File: config.mk
export PLATFORM = sky130hd
export DESIGN_NAME = hri_top
export DESIGN_NICKNAME = d
export VERILOG_FILES = /design/src/hri_pkg.sv /design/src/hri_w1c_bank.sv /design/src/hri_top.sv
export VERILOG_INCLUDE_DIRS = /design/src
export SDC_FILE = /design/constraint.sdc
export NUM_CORES = 2
export LEC_CHECK = 0
export ABC_AREA = 0
export BUFFER_PORTS_ARGS = -buffer_cell sky130_fd_sc_hd__buf_2
export CAP_MARGIN = 10
export CORE_AREA = 5 5 284 286
export CTS_BUF_LIST = sky130_fd_sc_hd__clkbuf_8
export DETAILED_ROUTE_END_ITERATION = 8
export DIE_AREA = 0 0 289 291
export HOLD_SLACK_MARGIN = 0.12
export MAX_ROUTING_LAYER = met4
export PLACE_DENSITY_LB_ADDON = 0.3
export SYNTH_ARGS = -nofsm -noshare
export SYNTH_HDL_FRONTEND = slang
export SYNTH_SLANG_ARGS = --single-unit
export TNS_END_PERCENT = 30
File: constraint.sdc
create_clock -name mclk -period 23.1 [get_ports mclk]
set_input_delay 4.62 -clock mclk [delete_from_list [all_inputs] [get_ports mclk]]
set_output_delay 4.62 -clock mclk [all_outputs]
set_load 0.02 [all_outputs]
File: src/hri_consts.svh
// register offsets, field positions and reset values of the host register block
// assumes byte addresses on a 25-bit host address
`ifndef HRI_CONSTS_SVH
`define HRI_CONSTS_SVH

// top-level address ranges
`define HRI_CORE_TOP 25'h007FFFF
`define HRI_GLB_LO 25'h0108000
`define HRI_GLB_HI 25'h0108FFF
`define HRI_SDR_LO 25'h1000000
`define HRI_SDR_HI 25'h1FFFFFF

// packet-core registers
`define HRI_PEND_OFS 25'h0000000
`define HRI_MASK_OFS 25'h0000004
`define HRI_CWLO_OFS 25'h0000008
`define HRI_CWHI_OFS 25'h000000C
`define HRI_MAC_OFS 25'h0000010
`define HRI_TXP_PAGE 17'h00001
`define HRI_JBP_PAGE 17'h00002

// global registers
`define HRI_GSTAT_OFS 25'h0108010
`define HRI_GMASK_OFS 25'h0108014
`define HRI_GIRQ_BIT 24

// reset values
`define HRI_MASK_RST 32'hFFFFFFFF
`define HRI_GEN_RST 1'b0

`endif

File: src/hri_pkg.sv
// types shared by the host register block
// assumes the constants header is included by the modules
package hri_pkg;
    typedef enum logic [1:0] {
        HRI_RG_CORE,
        HRI_RG_GLOBAL,
        HRI_RG_SDRAM,
        HRI_RG_RSVD
    } hri_region_t;
endpackage

File: src/hri_w1c_bank.sv
// sticky flag vector: set by hardware pulses, cleared by a mask
// assumes set and clear come from logic on the same clock
`timescale 1ns/1ps
module hri_w1c_bank #(
    parameter int W = 32
) (
    // clock and reset
    input wire logic mclk,
    input wire logic rst,
    // set and clear
    input wire logic [W-1:0] set_vec,
    input wire logic [W-1:0] clr_vec,
    // flags
    output logic [W-1:0] flags_q
);
    // set wins over a clear in the same cycle
    always_ff @(posedge mclk or posedge rst) begin
        if (rst) begin
            flags_q <= '0;
        end else begin
            flags_q <= (flags_q & ~clr_vec) | set_vec;
        end
    end
endmodule

File: src/hri_top.sv
// host register and interrupt block on an Avalon-MM slave
// assumes event pulses on mclk, straps as asynchronous pins
// Behaviour
// host reads receive signaling values of the port after acknowledging a change.
// pending register holds one transmit signaling change bit per port, write 1 clears.
// per-port transmit signaling registers flag changed timeslots, write 1 clears.
// control-word change flags per bundle in lower and upper registers, write 1 clears.
// host clears control-word summary bit first, then reads classifier status.
// pending register has one jitter-buffer underflow bit per port, write 1 clears.
// per-port underflow registers show which buffers underran, write 1 clears.
// MAC summary pending bit cleared by writing 1, before reading MAC status.
// reading MAC event status returns events and clears the bits read.
// a masked pending bit fires the interrupt as soon as its mask clears.
// host should clear stale pending bits before unmasking a source.
// accesses are 2 or 4 bytes wide, chosen by a static strap.
// addresses are multiples of 2 in 16-bit mode, of 4 in 32-bit mode.
// big-endian byte order, most significant byte at lowest address; the code puts bits 15:0 at offset 0 and bits 31:16 at offset 2.
// narrow elements are right-aligned from bit 0, upper bits unused.
// elements under 16 bits keep the same bit positions in both modes.
// wider elements need two 16-bit accesses, low half first, then upper.
// serial host mode always uses 32-bit addressing whatever the width strap.
// decode core, global and SDRAM ranges; everything else is reserved.
// a pending bit stays set until written with 1; writing 0 keeps it.
// all mask bits reset masked; writing 0 enables the pending source.
// core interrupts reach the pin only while the global enable is 1.
// in 16-bit mode upper strobe writes bits 15:8, lower writes 7:0.
// interrupt asserted while any unmasked pending bit is set and enabled.
`timescale 1ns/1ps
`include "hri_consts.svh"
module hri_top #(
    parameter int P = 8,
    parameter int TS = 32,
    parameter int MACW = 16
) (
    // clock and reset
    input wire logic mclk,
    input wire logic rst,
    // avalon slave
    input wire logic [24:0] avs_address,
    input wire logic avs_read,
    input wire logic avs_write,
    input wire logic [31:0] avs_writedata,
    input wire logic [3:0] avs_byteenable,
    output logic [31:0] avs_readdata,
    output logic avs_waitrequest,
    // straps
    input wire logic bus_width_strap,
    input wire logic spi_mode_n,
    // event pulses
    input wire logic [P*TS-1:0] tx_sig_event,
    input wire logic [P*TS-1:0] jitter_event,
    input wire logic [63:0] control_word_event,
    input wire logic [MACW-1:0] mac_event,
    // interrupt
    output logic irq
);
    localparam int PW = 2 * P + 2;
    localparam int PI = (P > 1) ? $clog2(P) : 1;
    localparam int CW_BIT = 2 * P;
    localparam int MAC_BIT = 2 * P + 1;

    logic [1:0] wid_sync_q;
    logic [1:0] spi_sync_q;
    logic wait_q;
    logic [31:0] rdata_q;
    logic [31:0] mac_seen_q;
    logic [31:0] mask_q;
    logic en_q;
    logic irq_q;
    logic mode32;
    logic req;
    logic wr_fire;
    logic rd_fire;
    logic misalign;
    hri_pkg::hri_region_t region;
    logic [24:0] a_w;
    logic [PI-1:0] port;
    logic hit_tx;
    logic hit_jb;
    logic [31:0] wmask;
    logic [31:0] wdat;
    logic [31:0] w1c;
    logic [31:0] rword;
    logic [31:0] rmask;
    logic [31:0] rdata_d;
    logic [PW-1:0] pend_q;
    logic [PW-1:0] pend_set;
    logic [PW-1:0] pend_clr;
    logic [31:0] cwlo_q;
    logic [31:0] cwhi_q;
    logic [MACW-1:0] mac_q;
    logic [MACW-1:0] mac_clr;
    logic [TS-1:0] tx_q [P];
    logic [TS-1:0] jb_q [P];
    logic irq_src;

    // strap synchronisers
    always_ff @(posedge mclk or posedge rst) begin
        if (rst) begin
            wid_sync_q <= 2'h0;
            spi_sync_q <= 2'h3;
        end else begin
            wid_sync_q <= {wid_sync_q[0], bus_width_strap};
            spi_sync_q <= {spi_sync_q[0], spi_mode_n};
        end
    end

    // width select, serial mode forces 32
    assign mode32 = wid_sync_q[1] | ~spi_sync_q[1];

    // one wait cycle per access
    assign req = avs_read | avs_write;
    assign wr_fire = avs_write & ~wait_q;
    assign rd_fire = avs_read & ~wait_q;
    always_ff @(posedge mclk or posedge rst) begin
        if (rst) begin
            wait_q <= 1'b1;
        end else begin
            wait_q <= ~(req & wait_q);
        end
    end

    // alignment to access width
    assign misalign = mode32 ? (avs_address[1:0] != 2'h0) : avs_address[0];

    // top-level decode
    always_comb begin
        if (avs_address <= `HRI_CORE_TOP) begin
            region = hri_pkg::HRI_RG_CORE;
        end else if (avs_address >= `HRI_GLB_LO && avs_address <= `HRI_GLB_HI) begin
            region = hri_pkg::HRI_RG_GLOBAL;
        end else if (avs_address >= `HRI_SDR_LO) begin
            region = hri_pkg::HRI_RG_SDRAM;
        end else begin
            region = hri_pkg::HRI_RG_RSVD;
        end
    end

    assign a_w = {avs_address[24:2], 2'h0};
    assign port = avs_address[2 +: PI];
    assign hit_tx = (avs_address[24:8] == `HRI_TXP_PAGE) && (avs_address[7:2] < 6'(P));
    assign hit_jb = (avs_address[24:8] == `HRI_JBP_PAGE) && (avs_address[7:2] < 6'(P));

    // lane placement, halves in 16-bit mode
    always_comb begin
        if (mode32) begin
            wmask = {{8{avs_byteenable[3]}}, {8{avs_byteenable[2]}},
                     {8{avs_byteenable[1]}}, {8{avs_byteenable[0]}}};
            wdat = avs_writedata;
            rmask = 32'hFFFFFFFF;
        end else if (avs_address[1]) begin
            wmask = {{8{avs_byteenable[1]}}, {8{avs_byteenable[0]}}, 16'h0000};
            wdat = {avs_writedata[15:0], 16'h0000};
            rmask = 32'hFFFF0000;
        end else begin
            wmask = {16'h0000, {8{avs_byteenable[1]}}, {8{avs_byteenable[0]}}};
            wdat = {16'h0000, avs_writedata[15:0]};
            rmask = 32'h0000FFFF;
        end
    end

    assign w1c = (wr_fire && !misalign && region != hri_pkg::HRI_RG_RSVD
                  && region != hri_pkg::HRI_RG_SDRAM) ? (wdat & wmask) : 32'h00000000;

    // summary pending bits per source
    always_comb begin
        pend_set = '0;
        for (int p = 0; p < P; p++) begin
            pend_set[p] = |tx_sig_event[p*TS +: TS];
            pend_set[P + p] = |jitter_event[p*TS +: TS];
        end
        pend_set[CW_BIT] = |control_word_event;
        pend_set[MAC_BIT] = |mac_event;
    end
    // only a written 1 clears
    assign pend_clr = (a_w == `HRI_PEND_OFS) ? w1c[PW-1:0] : '0;

    hri_w1c_bank #(.W(PW)) u_pend (
        .mclk(mclk),
        .rst(rst),
        .set_vec(pend_set),
        .clr_vec(pend_clr),
        .flags_q(pend_q)
    );

    // control-word change per bundle
    hri_w1c_bank #(.W(32)) u_cwlo (
        .mclk(mclk),
        .rst(rst),
        .set_vec(control_word_event[31:0]),
        .clr_vec((a_w == `HRI_CWLO_OFS) ? w1c : 32'h00000000),
        .flags_q(cwlo_q)
    );
    hri_w1c_bank #(.W(32)) u_cwhi (
        .mclk(mclk),
        .rst(rst),
        .set_vec(control_word_event[63:32]),
        .clr_vec((a_w == `HRI_CWHI_OFS) ? w1c : 32'h00000000),
        .flags_q(cwhi_q)
    );

    // clear only the bits that the read returned
    assign mac_clr = (rd_fire && a_w == `HRI_MAC_OFS) ? mac_seen_q[MACW-1:0] : '0;
    hri_w1c_bank #(.W(MACW)) u_mac (
        .mclk(mclk),
        .rst(rst),
        .set_vec(mac_event),
        .clr_vec(mac_clr),
        .flags_q(mac_q)
    );

    // per-port timeslot and buffer flags
    for (genvar p = 0; p < P; p++) begin : g_port
        hri_w1c_bank #(.W(TS)) u_tx (
            .mclk(mclk),
            .rst(rst),
            .set_vec(tx_sig_event[p*TS +: TS]),
            .clr_vec((hit_tx && port == PI'(p)) ? w1c[TS-1:0] : '0),
            .flags_q(tx_q[p])
        );
        hri_w1c_bank #(.W(TS)) u_jb (
            .mclk(mclk),
            .rst(rst),
            .set_vec(jitter_event[p*TS +: TS]),
            .clr_vec((hit_jb && port == PI'(p)) ? w1c[TS-1:0] : '0),
            .flags_q(jb_q[p])
        );
    end

    // masks reset masked, byte-wise writes
    always_ff @(posedge mclk or posedge rst) begin
        if (rst) begin
            mask_q <= `HRI_MASK_RST;
        end else if (wr_fire && !misalign && a_w == `HRI_MASK_OFS) begin
            mask_q <= (mask_q & ~wmask) | (wdat & wmask);
        end
    end

    // global packet-core enable
    always_ff @(posedge mclk or posedge rst) begin
        if (rst) begin
            en_q <= `HRI_GEN_RST;
        end else if (wr_fire && !misalign && a_w == `HRI_GMASK_OFS
                     && wmask[`HRI_GIRQ_BIT]) begin
            en_q <= wdat[`HRI_GIRQ_BIT];
        end
    end

    // unmasked pending sources
    assign irq_src = |(pend_q & ~mask_q[PW-1:0]);
    always_ff @(posedge mclk or posedge rst) begin
        if (rst) begin
            irq_q <= 1'b0;
        end else begin
            irq_q <= irq_src & en_q;
        end
    end
    assign irq = irq_q;

    // register word at the address, sdram and reserved read zero
    always_comb begin
        rword = 32'h00000000;
        if (hit_tx) begin
            rword[TS-1:0] = tx_q[port];
        end else if (hit_jb) begin
            rword[TS-1:0] = jb_q[port];
        end else begin
            unique case (a_w)
                `HRI_PEND_OFS: rword[PW-1:0] = pend_q;
                `HRI_MASK_OFS: rword = mask_q;
                `HRI_CWLO_OFS: rword = cwlo_q;
                `HRI_CWHI_OFS: rword = cwhi_q;
                `HRI_MAC_OFS: rword[MACW-1:0] = mac_q;
                `HRI_GSTAT_OFS: rword[`HRI_GIRQ_BIT] = irq_src;
                `HRI_GMASK_OFS: rword[`HRI_GIRQ_BIT] = en_q;
                default: rword = 32'h00000000;
            endcase
        end
    end

    // halves right-aligned in 16-bit mode
    always_comb begin
        if (misalign || region == hri_pkg::HRI_RG_RSVD || region == hri_pkg::HRI_RG_SDRAM) begin
            rdata_d = 32'h00000000;
        end else if (mode32) begin
            rdata_d = rword;
        end else if (avs_address[1]) begin
            rdata_d = {16'h0000, rword[31:16]};
        end else begin
            rdata_d = {16'h0000, rword[15:0]};
        end
    end

    // read data and shown MAC bits captured in the wait cycle
    always_ff @(posedge mclk or posedge rst) begin
        if (rst) begin
            rdata_q <= 32'h00000000;
            mac_seen_q <= 32'h00000000;
        end else if (avs_read && wait_q) begin
            rdata_q <= rdata_d;
            mac_seen_q <= misalign ? 32'h00000000 : (rword & rmask);
        end
    end
    assign avs_readdata = rdata_q;
    assign avs_waitrequest = wait_q;
endmodule

# --- Word-level counts from Yosys, hierarchy flattened ---
# Cells that the tools add are included.
op_classes:
  n_reduce_logical: 52
  n_lt_le_gt_ge: 6
  mux: 48
  n_bitwise: 77
  eq_ne: 19
ops:
  columns: ["operator", "n"]
  rows:
  - ["2-to-1 mux 32 bit", 31]
  - ["bitwise AND 32 bit", 20]
  - ["inverter 32 bit", 19]
  - ["OR 32 bit", 19]
  - ["OR reduction 32 bit", 16]
  - ["binary-select mux 32 bit (select 3 bit)", 2]
  - ["2-to-1 mux 16 bit", 5]
  - ["one-hot mux 16 bit (5 select lines)", 1]
  - ["OR reduction 64 bit", 1]
  - ["== test 23 x 19 -> 1 bit (second input constant)", 2]
  - ["== test 23 x 2 -> 1 bit (second input constant)", 2]
  - ["bitwise AND 18 bit", 2]
  - ["inverter 18 bit", 2]
  - ["bitwise AND 16 bit", 2]
  - ["logical AND 1 bit", 27]
  - ["greater-or-equal comparator 25 x 21 -> 1 bit (second input constant)", 1]
  - ["greater-or-equal comparator 25 bit (second input constant)", 1]
  - ["<= comparator 25 x 19 -> 1 bit (second input constant)", 1]
  - ["<= comparator 25 x 21 -> 1 bit (second input constant)", 1]
  - ["logical NOT 25 bit", 1]
  - ["== test 23 x 1 -> 1 bit (second input constant)", 1]
  - ["== test 23 x 3 -> 1 bit (second input constant)", 1]
  - ["one-hot mux 7 bit (3 select lines)", 1]
  - ["2-to-1 mux 18 bit", 1]
  - ["27 further kinds", 42]
totals:
  reg_bits: 697
  output_inout_bits: 34
  input_bits: 659
  elab_cells: 230

# --- Longest topological paths before layout ---
logic_depth:
  ltp_word: 12
  mapped_depth: 10
  depth_no_buf: 6

# --- Hierarchy ---
# Synthesis repeated with hierarchy kept, for this count alone.
hier_totals:
  cells_unflattened: 3709
  area_unflattened_um2: 35606.6
by_module_without_submodules:
  columns: ["mod", "area_each_um2", "instances", "cells_each", "seq_area_each_um2"]
  rows:
  - ["hri_w1c_bank at g_port[0].u_jb ...", 1164.9, 18, 97, 800.8]
  - ["hri_top", 13397.8, 1, 1859, 2220.9]
  - ["hri_w1c_bank at u_pend", 656.9, 1, 55, 450.4]
  - ["hri_w1c_bank at u_mac", 584.3, 1, 49, 400.4]

# --- Worst setup path before layout ---
# OpenSTA, ideal clock, no wires.
synth_path:
  kind: "input-to-reg"
  from: "input avs_address[23]"
  to: "register g_port[1].u_jb.flags_q[17]"
  arrival_ps: 6452
  n_path_buf: 3
  cell_stages: 9
  setup_slack_ps: 16530
  setup_ps: 118
  t_required_ps: 22982
  cell_sequence: "or4_1 > buf_6 > nor4_4 > nand2_4 > buf_12 > nor2_8 > buf_8 > nand2_1 > a21o_1"
synth_via:
  elab_chain_cells: 12
  elab_cells_between_ends: 20
  cone_classes: "order compare: 4; eq/ne: 3; mux: 5; bitwise: 3; reduce/logical: 5"
synth_lines:
  columns: ["element", "line_no", "text"]
  rows:
  - ["start: declaration", "hri_top.sv:39", "input wire logic [24:0] avs_address,"]
  - ["greater-or-equal comparator 25 bit (no line) (tied with other cells)", null, null]
  - ["2-to-1 mux 1 bit or logical AND 1 bit (tied branches)", null, null]
  - ["2-to-1 mux 2 bit", "hri_top.sv:130", "end else if (avs_address >= `HRI_GLB_LO && avs_address <= `HRI_GLB_HI) begin"]
  - ["2-to-1 mux 2 bit", "hri_top.sv:128", "if (avs_address <= `HRI_CORE_TOP) begin"]
  - ["!= test 2 bit", "hri_top.sv:162", "assign w1c = (wr_fire && !misalign && region != hri_pkg::HRI_RG_RSVD"]
  - ["logical AND 1 bit", "hri_top.sv:162", null]
  - ["logical AND 1 bit", "hri_top.sv:163", "&& region != hri_pkg::HRI_RG_SDRAM) ? (wdat & wmask) : 32'h00000000;"]
  - ["2-to-1 mux 32 bit", "hri_top.sv:163", null]
  - ["2-to-1 mux 32 bit (*)", "hri_top.sv:225", ".clr_vec((hit_jb && port == PI'(p)) ? w1c[TS-1:0] : '0),"]
  - ["inverter 32 bit (*)", "hri_w1c_bank.sv:21", "flags_q <= (flags_q & ~clr_vec) | set_vec;"]
  - ["bitwise AND 32 bit (*)", "hri_w1c_bank.sv:21", null]
  - ["OR 32 bit (*)", "hri_w1c_bank.sv:21", null]
  - ["end signal: assignment", "hri_w1c_bank.sv:21", null]
  - ["end: declaration", "hri_w1c_bank.sv:14", "output logic [W-1:0] flags_q"]
# Mark *: on every way between the ends. The rest lies on a longest branch, timed or not.
# A chain may end at the register's enable or synchronous reset.

# --- Final worst setup path ---
layout_path:
  from: "input avs_address[23]"
  to: "register u_pend.flags_q[8]"
layout_via:
  elab_chain_cells: 12
  elab_cells_between_ends: 18
  cone_classes: "order compare: 4; eq/ne: 2; mux: 5; bitwise: 3; reduce/logical: 4"
layout_lines:
  columns: ["element", "line_no", "text"]
  rows:
  - ["greater-or-equal comparator 25 bit (no line) (tied with other cells)", null, null]
  - ["2-to-1 mux 1 bit or logical AND 1 bit (tied branches)", null, null]
  - ["2-to-1 mux 2 bit", "hri_top.sv:130", null]
  - ["2-to-1 mux 2 bit", "hri_top.sv:128", null]
  - ["!= test 2 bit", "hri_top.sv:162", null]
  - ["logical AND 1 bit", "hri_top.sv:162", null]
  - ["logical AND 1 bit", "hri_top.sv:163", null]
  - ["2-to-1 mux 32 bit", "hri_top.sv:163", null]
  - ["2-to-1 mux 18 bit (*)", "hri_top.sv:176", "assign pend_clr = (a_w == `HRI_PEND_OFS) ? w1c[PW-1:0] : '0;"]
  - ["inverter 18 bit (*)", "hri_w1c_bank.sv:21", null]
  - ["bitwise AND 18 bit (*)", "hri_w1c_bank.sv:21", null]
  - ["OR 18 bit (*)", "hri_w1c_bank.sv:21", null]
  - ["end signal: assignment", "hri_w1c_bank.sv:21", null]
  - ["end: declaration", "hri_w1c_bank.sv:14", null]
# Marks and branches as above.

==> impl_results.md <==
* Core Region at 78100 um2
* Crit path cell chain: buf_2 > nor4_1 > nand2_2 > nor4_2 > and2_1 > nand2_1 > a211o_1
* Main synth FF type: dfrtp_1
* Synthesis Warnings at 0
* RD Place Congestion at 1.013
* Port bufs at 692
* # rows at 103
* Layout cells sized above 1 at 0.3080
* Chip width at 289 um
* Final setup vio count at 0
* Clk slew on worst S/H paths at 0.06 ns
* Clock root cell: clkbuf_8
* Register bit total from synthesis at 697
* CP Buf/Inv Count at 1
* CP Class: primary input to flip-flop
* TritonCTS clock tree: yes
* Peak VDD IR at 0.04809 mV
* Final Hold Vio Count at 0
* Startpoint types: primary input
* Synth Area in XOR/XNOR at 0
* CP endpoint kind: flip-flop
* Minimum clock period at 7.629 ns
* RSZ-0062 raised after global routing: false
* Min-delay worst type: flip-flop to flip-flop
* Final Max Tran Viols at 0
* Slew @ Worst Pin at 1.247 ns
* CTS Sinks at 697
* Die height at 291 um
* Global-route wire length before repair at 216.9 mm
* TNS Setup at 0 ns
* Crit path required time at 23.71 ns
* 1st-pass router iterations at 5
* Residual DRC at 0
* Syn avg cell area at 11.14 um2
* Synth area leader: dfrtp_1
* Syn Std Cell Area at 33980 um2
* Fmax at 131.1 MHz
* Filler cells at 7206
* Largest family of logic cells by synthesized area: simple AND/OR/NAND/NOR gates
* CTS Hold Bufs at 0
* Max stage delay on crit path at 1.01 ns
* Routed Antenna Nets at 0
* Post-cts sizing count at 0
* Nets at 4377
* Slowest CP cell: and2_1
* Max Fanout on Critical Path at 19
* Die area at 84100 um2
* Clock buffer depth at 3
* Status: complete, no violations
* Total GRT Usage at 0.3682
* Leakage at 0.01475 uW
* Adder-cell share of the synthesized area at 0
* Crit share post-route at 0.3303
* DR WL/cell at 31.70 um
* Vias in the first global route at 30100
* Post-synth top cells: dfrtp_1 (662), nand2_1 (648), a21o_1 (489), nor4_1 (152), o21ai_0 (141)
* Vias at 30160
* Clk_skew at 0.04248 ns
* Simple-gate share of the synthesized area at 0.1686
* Mux cell area share after synthesis at 0.1170
* Count leader, synth: dfrtp_1
* Number of vias per cell at 6.164
* H-tree depth at 3
* Synth area leaders: dfrtp_1 (49%), a21o_1 (11%), mux4_2 (9.1%)
* Async SR Flop Fraction at 1.000
* Finished Cell Area at 40570 um2
* Largest net degree at the start of global routing at 174
* Max_cap viols at 0
* PD cells at 64.56 nW/um2
* Starting Density at 0.4351
* Clk_lat worst skew at 0.76 ns
* Area grow syn2layout at 19.39%
* Placed Area at 37960 um2
* Post-DP HPWL at 120.7 mm
* Compound-Gate Fraction of Synth Area at 0.1642
* Total CTS buffers at 117
* Mapped Cells at 3049
* Slew headroom at 0.1677
* Yosys top cell area share at 0.4875
* Initial antenna violation count at 26
* First DRT Iteration DRCs at 3745
* EDFF count, synth at 0
* Setup Buffers After CTS at 0
* Top delay family on crit path: simple AND/OR/NAND/NOR gates
* Global route total overflow at 0
* Seq/Total Area, Yosys at 0.5146
* WP data arrival at 8.24 ns
* I/O pin cnt at 693
* Syn nets at 3708
* Synth unique cells at 69
* Detailed-route wire length at 155.1 mm
## worst register-to-register path: cells and delay by family (launching register included)
family	cells	cell delay (ns)
AND/OR/NAND/NOR	4	2.39
flip-flops	1	0.54
AO/OA/AOI/OAI	2	0.54
buffers and inverters	1	0.29
## worst paths after layout
path	start	endpoint	slack [ns]	cells after the start
max	avs_address[23]	u_pend.flags_q[8]	15.47	7
min	spi_sync_q[0]	spi_sync_q[1]	0.36	0
max reg2reg	spi_sync_q[1]	u_pend.flags_q[8]	19.20	7
min reg2reg	spi_sync_q[0]	spi_sync_q[1]	0.36	0
max in group asynchronous	rst	g_port[5].u_tx.flags_q[4]	15.85	5
min in group asynchronous	rst	g_port[0].u_tx.flags_q[21]	4.03	2
## per-stage QoR
step	cells	util	total power, uW	setup WS, ns	hold WS (ns)
finish	4892	0.5195	2619	15.47	0.3558
global placement	4648	0.4861	1449	14.91	0.3406
CTS	4867	0.5186	2623	15.63	0.3574
detailed placement	4648	0.4861	1448	14.78	0.3443
floorplan	3049	-	1316	8.969	0.3312
global route	4890	0.5194	2687	15.39	0.3579
## cells in the final DEF (no fill, tap or decap), drive strengths merged, types with 4 or more instances in the layout
| master | synthesis | layout |
|---|---|---|
| nor4 | 163 | 163 |
| bufinv | 0 | 5 |
| a221o | 8 | 8 |
| inv | 18 | 61 |
| clkinv | 0 | 19 |
| nand2b | 121 | 121 |
| mux4 | 137 | 137 |
| o21ai | 159 | 159 |
| a211o | 18 | 18 |
| mux2i | 44 | 44 |
| and2 | 21 | 21 |
| buf | 148 | 730 |
| o22ai | 7 | 7 |
| nand3 | 32 | 32 |
| dfstp | 35 | 35 |
| o2111ai | 7 | 7 |
| a222oi | 4 | 4 |
| a21oi | 35 | 35 |
| o221ai | 6 | 6 |
| a21o | 489 | 489 |
| a32o | 4 | 4 |
| mux2 | 40 | 40 |
| o211ai | 7 | 7 |
| or2 | 8 | 8 |
| a22oi | 18 | 18 |
| clkbuf | 32 | 150 |
| diode | 0 | 24 |
| or3 | 7 | 7 |
| nor2 | 45 | 45 |
| nor3 | 18 | 18 |
| dfrtp | 662 | 662 |
| a22o | 21 | 21 |
| and3 | 18 | 18 |
| nand2 | 650 | 650 |
| nand4 | 43 | 43 |
## cell families after synthesis
family | Yosys count
compound gates | 794
buf+inv | 198
mux | 221
simple gates | 1139
flops | 697
## layout make-up
cell class / count / area [um2] / area share
sequential: 697 / 17490 / 0.4310
multi-input combinational: 2154 / 15310 / 0.3773
timing repair buffer: 730 / 3790 / 0.09342
clock buffer: 150 / 2064 / 0.05089
tap: 1050 / 1314 / 0.03238
clock inverter: 69 / 476.7 / 0.01175
inverter: 18 / 71.32 / 0.001758
antenna: 24 / 60.06 / 0.001480
## power by group
| part | internal [uW] | switching (uW) |
|---|---|---|
| Combinational | 67.0 | 141 |
| Sequential | 1220 | 0.579 |
| Clock | 643 | 546 |
| Total | 1930 | 687 |
## flip-flops by register name (all words and copies together) (netlist names), named ones only
register,flops
avs_readdata,32
avs_waitrequest,1
en_q,1
g_port.u_jb.flags_q,256
g_port.u_tx.flags_q,256
irq,1
mac_seen_q,16
spi_sync_q,2
u_cwhi.flags_q,32
u_cwlo.flags_q,32
u_mac.flags_q,16
u_pend.flags_q,18
wid_sync_q,2
## metal layers
layer / wire length [um] / part of all wire / GRT usage / vias to the layer above
li1: - / - / - / 12490
met3: 17050 / 0.11 / 0.09726 / 373
met5: 0 / 0 / - / -
met1: 58160 / 0.38 / 0.4654 / 15410
met2: 70600 / 0.46 / 0.5524 / 1880
met4: 9273 / 0.060 / 0.1797 / 0
No activity file was read; power rests on OpenSTA's default activity.
